==> src/shared/fbm_pkg.sv <==
package fbm_pkg;
	localparam int unsigned CLK_HZ = 100_000_000;
	// overall-reset timing, printed figures in their own units
	localparam int unsigned ARM_HOLD_S = 9;
	localparam int unsigned STEADY_S = 3;
	localparam int unsigned RETIP_S = 3;
	localparam int unsigned BLINK_MS = 250;
	localparam int unsigned DEBOUNCE_US = 10_000;
	localparam int unsigned ARM_HOLD_CYC = ARM_HOLD_S * CLK_HZ;
	localparam int unsigned STEADY_CYC = STEADY_S * CLK_HZ;
	localparam int unsigned RETIP_CYC = RETIP_S * CLK_HZ;
	localparam int unsigned BLINK_CYC = BLINK_MS * (CLK_HZ / 1000);
	localparam int unsigned DEBOUNCE_CYC = DEBOUNCE_US * (CLK_HZ / 1_000_000);
	localparam int unsigned BLINK_COUNT = 3;
	localparam int unsigned MAX_SLAVES = 16;
	// built-in default bus parameters
	localparam logic [6:0] DEF_STATION = 7'h01;
	localparam logic [3:0] RATE_1M5 = 4'h6;
	// wishbone register map, byte addresses
	localparam logic [3:0] REG_CTRL = 4'h0;
	localparam logic [3:0] REG_STATUS = 4'h4;
	localparam logic [3:0] REG_IRQ_STAT = 4'h8;
	localparam logic [3:0] REG_IRQ_MASK = 4'hc;
	// ctrl fields
	localparam int unsigned CTL_CFG_VALID = 0;
	localparam int unsigned CTL_CFG_LOAD = 1;
	localparam int unsigned CTL_CARD = 2;
	localparam int unsigned CTL_SLV_LSB = 8;
	localparam int unsigned CTL_STA_LSB = 16;
	localparam int unsigned CTL_RATE_LSB = 24;
	// irq / event bits
	localparam int unsigned EV_STOP = 0;
	localparam int unsigned EV_ERASE = 1;
	localparam int unsigned EV_CFG_ERR = 2;
	localparam int unsigned EV_SLV_FAIL = 3;
	localparam int unsigned EV_W = 4;
	localparam logic [31:0] CTRL_RST = 32'h0;
	localparam logic [EV_W-1:0] MASK_RST = 4'h0;
	typedef enum logic [1:0] {fbm_lev_halt, fbm_lev_run, fbm_lev_mres} fbm_lever_e;
endpackage

==> src/rtl/fbm_ctrl.sv <==
// The placing of the registers and register access over Wishbone were chosen for this implementation.
`timescale 1ns/10ps
// Operation
// - completed overall-reset erases stored configuration
// - card blinks thrice, steady, init-fault blinks
// - re-tip within three seconds then erase
// - erase ok: success blinks, init-fault steady
// - run after erase reboots with defaults
// - defaults: station one, 1.5 megabaud
// - valid host configuration loaded at power-up; ctrl resets to zero, so it loads on a CTL_CFG_LOAD write or lever to run
// - at most sixteen slaves, else reject
// - failure lamp on any slave failure while in run
// - run clear state: run lamp only
// - operate: run and traffic lamps
// - traffic lamp follows bus activity while in run with slaves accessed
// - init-fault lamp on invalid parameters
// - run position with valid parameters runs
// - halt position stops, outputs forced zero
// - lever stop raises alarm upward
// - bad parameters: stay stopped, defaults, fault
module fbm_ctrl
#(
	parameter int unsigned HOLD_CYC = fbm_pkg::ARM_HOLD_CYC,
	parameter int unsigned STEADY_CYCLES = fbm_pkg::STEADY_CYC,
	parameter int unsigned RETIP_CYCLES = fbm_pkg::RETIP_CYC,
	parameter int unsigned BLINK_CYCLES = fbm_pkg::BLINK_CYC,
	parameter int unsigned DEB_CYC = fbm_pkg::DEBOUNCE_CYC
)
(
	input wire logic core_clk,
	input wire logic nrst,
	input wire logic [3:0] wb_adr_i,
	input wire logic [31:0] wb_dat_i,
	output logic [31:0] wb_dat_o,
	input wire logic wb_we_i,
	input wire logic [3:0] wb_sel_i,
	input wire logic wb_cyc_i,
	input wire logic wb_stb_i,
	output logic wb_ack_o,
	input wire logic run_position,
	input wire logic halt_position,
	input wire logic memory_reset_position,
	input wire logic slave_failed,
	input wire logic bus_activity,
	input wire logic slaves_accessed,
	output logic card_lamp,
	output logic init_fault_lamp,
	output logic success_lamp,
	output logic slave_failure_lamp,
	output logic traffic_lamp,
	output logic run_lamp,
	output logic comm_enable,
	output logic outputs_zero,
	output logic erase_flash,
	output logic alarm,
	output logic [6:0] station_addr,
	output logic [3:0] baud_sel,
	output logic irq
);
	import fbm_pkg::*;

	// length of a three-blink burst
	localparam int unsigned BLINK_SPAN = 2 * BLINK_COUNT * BLINK_CYCLES;

	typedef enum logic [3:0] {
		fbm_boot, fbm_stop, fbm_run, fbm_mr_blink_card, fbm_mr_steady,
		fbm_mr_blink_fault, fbm_mr_armed, fbm_mr_wait_tip, fbm_erase_ok
	} fbm_state_e;

	typedef struct packed {
		fbm_state_e st;
		logic [2:0] s1;
		logic [2:0] s2;
		fbm_lever_e lev;
		logic [31:0] deb;
		logic [31:0] tmr;
		logic [31:0] bt;
		logic hold_off;
		logic blink_on;
		logic [31:0] ctrl;
		logic [EV_W-1:0] ists;
		logic [EV_W-1:0] imask;
		logic cfg_ok;
		logic [6:0] sta;
		logic [3:0] rate;
		logic erase;
		logic alarm;
		logic fail_d;
		logic ack;
		logic [31:0] rdat;
	} fbm_s;

	fbm_s r_q, r_d;

	function automatic fbm_lever_e lever_of(input logic [2:0] s);
		if (s[2])
			return fbm_lev_mres;
		else if (s[1])
			return fbm_lev_halt;
		else if (s[0])
			return fbm_lev_run;
		else
			return fbm_lev_halt;
	endfunction

	function automatic logic cfg_good(input logic [31:0] c);
		return c[CTL_CFG_VALID] && c[CTL_CARD] && (c[CTL_SLV_LSB +: 5] <= 5'(MAX_SLAVES));
	endfunction

	logic [2:0] raw_lever;
	fbm_lever_e lev_raw;
	logic wb_hit;
	logic [EV_W-1:0] ev;

	assign raw_lever = {memory_reset_position, halt_position, run_position};
	assign wb_hit = wb_cyc_i && wb_stb_i && !r_q.ack;

	always_comb
	begin
		r_d = r_q;
		ev = '0;
		r_d.erase = 1'b0;
		r_d.alarm = 1'b0;
		r_d.ack = wb_hit;
		r_d.s1 = raw_lever;
		r_d.s2 = r_q.s1;
		lev_raw = lever_of(r_q.s2);
		// lever debounce
		if (lev_raw != r_q.lev)
		begin
			if (r_q.deb >= DEB_CYC - 1)
			begin
				r_d.lev = lev_raw;
				r_d.deb = '0;
			end
			else
				r_d.deb = r_q.deb + 32'h1;
		end
		else
			r_d.deb = '0;
		r_d.tmr = r_q.tmr + 32'h1;
		if (r_q.bt >= BLINK_CYCLES - 1)
		begin
			r_d.bt = '0;
			r_d.blink_on = !r_q.blink_on;
		end
		else
			r_d.bt = r_q.bt + 32'h1;
		// a bad boot with the lever at run must not reboot again until the lever moves
		if (r_q.lev != fbm_lev_run)
			r_d.hold_off = 1'b0;
		case (r_q.st)
			fbm_boot:
			begin
				// load host configuration, fall back to defaults
				r_d.cfg_ok = cfg_good(r_q.ctrl);
				if (cfg_good(r_q.ctrl))
				begin
					r_d.sta = r_q.ctrl[CTL_STA_LSB +: 7];
					r_d.rate = r_q.ctrl[CTL_RATE_LSB +: 4];
				end
				else
				begin
					r_d.sta = DEF_STATION;
					r_d.rate = RATE_1M5;
					ev[EV_CFG_ERR] = 1'b1;
					r_d.hold_off = 1'b1;
				end
				r_d.st = (cfg_good(r_q.ctrl) && r_q.lev == fbm_lev_run) ? fbm_run : fbm_stop;
			end
			fbm_stop:
			begin
				if (r_q.lev == fbm_lev_run && !r_q.hold_off)
					r_d.st = fbm_boot;
				else if (r_q.lev == fbm_lev_mres)
				begin
					r_d.st = fbm_mr_blink_card;
					r_d.tmr = '0;
					// restart the blink phase so the burst is exactly three
					r_d.bt = '0;
					r_d.blink_on = 1'b1;
				end
			end
			fbm_run:
			begin
				if (r_q.lev != fbm_lev_run)
				begin
					r_d.st = fbm_stop;
					r_d.alarm = 1'b1;
					ev[EV_STOP] = 1'b1;
				end
			end
			fbm_mr_blink_card, fbm_mr_steady, fbm_mr_blink_fault:
			begin
				// hold sequence, abandoned if the lever leaves early
				if (r_q.lev != fbm_lev_mres)
					r_d.st = fbm_stop;
				else if (r_q.tmr >= HOLD_CYC - 1)
					r_d.st = fbm_mr_armed;
				else if (r_q.st == fbm_mr_blink_card && r_q.tmr >= BLINK_SPAN - 1)
					r_d.st = fbm_mr_steady;
				else if (r_q.st == fbm_mr_steady && r_q.tmr >= BLINK_SPAN + STEADY_CYCLES - 1)
				begin
					r_d.st = fbm_mr_blink_fault;
					r_d.bt = '0;
					r_d.blink_on = 1'b1;
				end
			end
			fbm_mr_armed:
			begin
				if (r_q.lev != fbm_lev_mres)
				begin
					r_d.st = fbm_mr_wait_tip;
					r_d.tmr = '0;
				end
			end
			fbm_mr_wait_tip:
			begin
				if (r_q.lev == fbm_lev_mres)
				begin
					r_d.erase = 1'b1;
					r_d.st = fbm_erase_ok;
					r_d.tmr = '0;
					r_d.cfg_ok = 1'b0;
					r_d.ctrl = CTRL_RST;
					r_d.sta = DEF_STATION;
					r_d.rate = RATE_1M5;
					r_d.bt = '0;
					r_d.blink_on = 1'b1;
					ev[EV_ERASE] = 1'b1;
				end
				else if (r_q.tmr >= RETIP_CYCLES - 1)
					r_d.st = fbm_stop;
			end
			fbm_erase_ok:
			begin
				if (r_q.lev == fbm_lev_run)
					r_d.st = fbm_boot;
			end
			default:
				r_d.st = fbm_boot;
		endcase
		r_d.fail_d = slave_failed;
		if (slave_failed && !r_q.fail_d)
		begin
			ev[EV_SLV_FAIL] = 1'b1;
			if (r_q.st == fbm_run)
				r_d.alarm = 1'b1;
		end
		// wishbone slave
		r_d.rdat = '0;
		if (wb_hit && !wb_we_i)
		begin
			case (wb_adr_i)
				REG_CTRL: r_d.rdat = r_q.ctrl;
				REG_STATUS: r_d.rdat = {16'h0, r_q.sta, r_q.rate, r_q.cfg_ok, r_q.st};
				REG_IRQ_STAT: r_d.rdat = {28'h0, r_q.ists};
				REG_IRQ_MASK: r_d.rdat = {28'h0, r_q.imask};
				default: r_d.rdat = '0;
			endcase
		end
		if (wb_hit && !wb_we_i && wb_adr_i == REG_IRQ_STAT)
			r_d.ists = ev;
		else
			r_d.ists = r_q.ists | ev;
		if (wb_hit && wb_we_i)
		begin
			if (wb_adr_i == REG_CTRL)
			begin
				for (int i = 0; i < 4; i++)
					if (wb_sel_i[i])
						r_d.ctrl[8*i +: 8] = wb_dat_i[8*i +: 8];
				if (wb_sel_i[0] && wb_dat_i[CTL_CFG_LOAD] && r_q.st == fbm_stop)
					r_d.st = fbm_boot;
			end
			if (wb_adr_i == REG_IRQ_MASK && wb_sel_i[0])
				r_d.imask = wb_dat_i[EV_W-1:0];
		end
	end

	always_ff @(posedge core_clk or negedge nrst)
	begin
		if (!nrst)
		begin
			r_q <= '0;
			r_q.st <= fbm_boot;
			r_q.lev <= fbm_lev_halt;
			r_q.ctrl <= CTRL_RST;
			r_q.imask <= MASK_RST;
			r_q.sta <= DEF_STATION;
			r_q.rate <= RATE_1M5;
		end
		else
			r_q <= r_d;
	end

	always_comb
	begin
		card_lamp = 1'b0;
		init_fault_lamp = !r_q.cfg_ok;
		success_lamp = 1'b0;
		run_lamp = 1'b0;
		traffic_lamp = 1'b0;
		case (r_q.st)
			fbm_mr_blink_card: card_lamp = r_q.blink_on;
			fbm_mr_steady: card_lamp = 1'b1;
			fbm_mr_blink_fault: init_fault_lamp = r_q.blink_on || r_q.tmr >= 2 * BLINK_SPAN + STEADY_CYCLES;
			fbm_mr_armed, fbm_mr_wait_tip: init_fault_lamp = 1'b1;
			fbm_erase_ok:
			begin
				success_lamp = r_q.blink_on && r_q.tmr < BLINK_SPAN;
				init_fault_lamp = 1'b1;
			end
			fbm_run:
			begin
				run_lamp = 1'b1;
				traffic_lamp = slaves_accessed && bus_activity;
			end
			default: ;
		endcase
	end

	assign slave_failure_lamp = slave_failed && r_q.st == fbm_run;
	assign comm_enable = r_q.st == fbm_run;
	assign outputs_zero = r_q.st != fbm_run;
	assign erase_flash = r_q.erase;
	assign alarm = r_q.alarm;
	assign station_addr = r_q.sta;
	assign baud_sel = r_q.rate;
	assign wb_ack_o = r_q.ack;
	assign wb_dat_o = r_q.rdat;
	assign irq = |(r_q.ists & r_q.imask);
endmodule

==> config.mk <==
export PLATFORM = sky130hd
export DESIGN_NAME = fbm_ctrl
export DESIGN_NICKNAME = d
export VERILOG_FILES = /design/src/shared/fbm_pkg.sv /design/src/rtl/fbm_ctrl.sv
export SDC_FILE = /design/constraint.sdc
export NUM_CORES = 1
export LEC_CHECK = 0
export BUFFER_PORTS_ARGS = -buffer_cell sky130_fd_sc_hd__buf_2
export CORE_ASPECT_RATIO = 2
export CORE_UTILIZATION = 50
export DETAILED_ROUTE_END_ITERATION = 10
export PLACE_DENSITY = 0.7
export SLEW_MARGIN = 40
export SYNTH_ARGS = -nofsm -noshare
export SYNTH_HDL_FRONTEND = slang
export SYNTH_SLANG_ARGS = --single-unit
==> constraint.sdc <==
create_clock -name core_clk -period 3.1 [get_ports core_clk]
set_clock_uncertainty 0.2 [all_clocks]
set_input_delay 0.31 -clock core_clk [delete_from_list [all_inputs] [get_ports core_clk]]
set_output_delay 0.31 -clock core_clk [all_outputs]
set_load 0.02 [all_outputs]
==> metrics.cfg <==
[sta]
rsz0062_at_grt = no
drv_slew = 0
worst_slack_ns = 0.175
hold_viol = 0
slew_headroom_pct = 50.0
max_freq_mhz = 342
setup_viol = 0
tns_ns = 0
finalCritPeriodShare_pct = 94.4
fin_crit_ns = 2.92
tightest_slew_ns = 0.747

[floorplanning]
die_w_um = 98.9
num_rows = 70
dieArea_mm2 = 0.0194
die_y_um = 196
floorplan.initialDensity_pct = 51.3
coreArea_mm2 = 0.0183
boundaryPins = 106

[worst_setup_path]
required_ns = 2.59
crit_arrival_ns = 2.41
cp_slowest_stage_delay_ns = 0.51
end_kind = output pin
crit_buf_inv = 1
cp_top_family = simple AND/OR/NAND/NOR gates
critPathKind = reg2out
r2r_slack_ns = 0.36
regToRegStartpoint = r_q[122]
crit_chain = nor3_1 > o21ai_0 > a211o_1 > nor4b_1 > buf_2
slowest_stage = dfrtp_1
r2r-end = r_q[100]
crit_path_start_kind = flop
reg2reg_depth = 8
crit_path_max_fanout = 11

[synth]
synth-edff-count = 0
async_flop_share_pct = 100
syn_avg_cell_area_um2 = 9.99
ys_seq_area_share_pct = 52.8
netlist.area_leader.share_pct = 51.9
synth_common_cells = dfrtp_1, nand2_1, nor2_1
ys_ff_latch = 198
synth.distinct_cells = 63
ys.flop_type = dfrtp_1
synth_most_common_cell = dfrtp_1
postSynthCellCount = 941
yosys_warnings = 0
synth_area_leaders = dfrtp_1, nand2_1, xor2_1
yosys.area.top_type = dfrtp_1
synth_area_mm2 = 0.00940

[clock_tree]
clock_sinks = 198
cts-root-buf = clkbuf_16
numCtsBuffers = 17
clk_latency_ns = 0.44
path_clk_slew_ns = 0.08
cts_tree = built
h-tree-depth = 4
post_cts_buffers = 0
clk_path_buf_depth = 2

[pwr]
power_mw = 5.30
ir_drop_v = 0.000352
power_density_mw_per_mm2 = 489
p_leak_nw = 5.08

[hold_path]
worstHoldEndpoint = wb_ack_o
hold_depth = 3
hp-class = in2reg
hold_path.startpoint = wb_stb_i

[finish]
antenna_cells = 0
drive_gt1_share_pct = 17.5
areaGrowthSynthToFinish_pct = 15.3
multi_input_area_mm2 = 0.00391
instances_no_fill = 1271
design_area_mm2 = 0.0108
num-nets-final = 1097
fillers = 1576
ff_latch_area_mm2 = 0.00496

[detailed_routing]
routedWlPerCell_um = 16.9
viasPerCell = 5.67
totalWireLength_mm = 21.4
drtAntennaViolNets = 0
drc = 0
vias = 7211
drtIter0Drc = 343
dr.pass1.iters = 6

[global_route]
grt_start_max_net_pins = 84
grt-ovfl-total = 0
grt_pass1_vias = 7261
antenna_found_initial = 0
grtUsageTotal_pct = 23.5
grt_pass1_wl_mm = 35.5

[placed_design]
dp_hpwl_mm = 14.9
portBuffers = 105
postPlaceCellArea_mm2 = 0.00987
post-place-cells = 1202
gp_congestion = 0.940
post-place-ws_ns = 0.338

[status]
outcome = completed

[flow_run]
cap_violations = 0

kinds of logic after synthesis:
| family | after synthesis | share of synthesized area (%) |
|---|---|---|
| buffers and inverters | 105 | 6.50 |
| adders and majority gates | 4 | 0.533 |
| and+or+nand+nor | 448 | 24.4 |
| xor gates and xnor gates | 72 | 6.71 |
| muxes | 10 | 1.20 |
| AOI/OAI and AO/OA | 103 | 7.90 |
| DFF | 198 | 52.8 |
| other | 1 | 0.0399 |
where the power goes:
part,internal (mW),switching [mW]
combinational,0.153,0.198
clock,1.11,1.09
sequential,2.67,0.0779
stage by stage:
step | utilization [%] | hold WS (ns)
floorplan | - | -0.186
global placement | 53.9 | 0.134
global route | 59.2 | 0.0347
detailed placement | 53.9 | 0.136
finish | 59.2 | 0.0475
CTS | 59.2 | 0.0316
worst register-to-register path: stages (launching register included):
cell,delay [ns]
dfrtp_1,0.43
ha_1,0.25
and4_1,0.19
a31oi_1,0.27
nor4b_1,0.36
o31ai_1,0.17
and4b_1,0.22
buf_4,0.23
nor4_1,0.33
per-layer routing:
metal	global-route usage, %	vias up	wire length, um
li1	-	3405	-
met1	25.3	3503	7940
met2	42.8	231	11600
met3	4.42	72	841
met4	12.5	0	1050
met5	0	-	0
final cells by class:
cell class	instances	share of cell area, %
clock inverters	14	1.43
well taps	216	2.49
repair buffers	160	9.83
multi-input cells	656	36.1
clock buffers	18	4.05
flip-flops and latches	198	45.8
inverters	9	0.312
registers in the layout, summed over array words and instances (netlist names):
name          flops
r_q             149
wb_dat_o         32
station_addr      7
baud_sel          4
r_d               3
alarm             1
erase_flash       1
wb_ack_o          1
repair_timing:
item                                    in CTS  in global routing
endpoints found under the setup margin       0                  1
hold buffers                                37                  0
gates resized for setup                      0                  1
endpoints found under the hold margin      119                  0
placed cells by master (no fill, tap or decap), types with 6 or more instances in the layout:
master,Yosys,routed
nand3_1,64,64
nor3_1,24,24
buf_4,45,16
and3_1,19,19
buf_2,13,104
a21oi_1,18,17
or4_1,6,6
xor2_1,45,45
nand4_1,18,18
nor4_2,6,7
nor2b_1,11,11
xnor2_1,27,27
clkbuf_16,0,17
a31oi_1,6,6
conb_1,1,19
nor4_1,19,18
o211ai_1,8,8
dlygate4sd3_1,0,37
a22o_1,9,9
nand2_1,123,123
a22oi_1,20,20
nor2_1,92,92
inv_1,9,9
dfrtp_1,195,195
o21ai_0,9,9
and2_1,23,23
nor3b_1,7,7
and4_1,10,10
mux2_2,10,10
worst max-delay path by stage:
stage             start         endpoint  slack (ns)  depth (start not counted)
2_1_floorplan  r_q[152]     success_lamp        0.66                          3
3_3_place_gp   r_q[122]          r_q[93]        0.43                          8
3_5_place_dp   r_q[122]          r_q[93]        0.34                          8
4_1_cts        r_q[131]  init_fault_lamp         0.1                          7
5_1_grt        r_q[134]  init_fault_lamp       0.005                          7
6_report       r_q[147]     success_lamp        0.18                          5
Note: power is estimated with default switching activity, not from simulation.
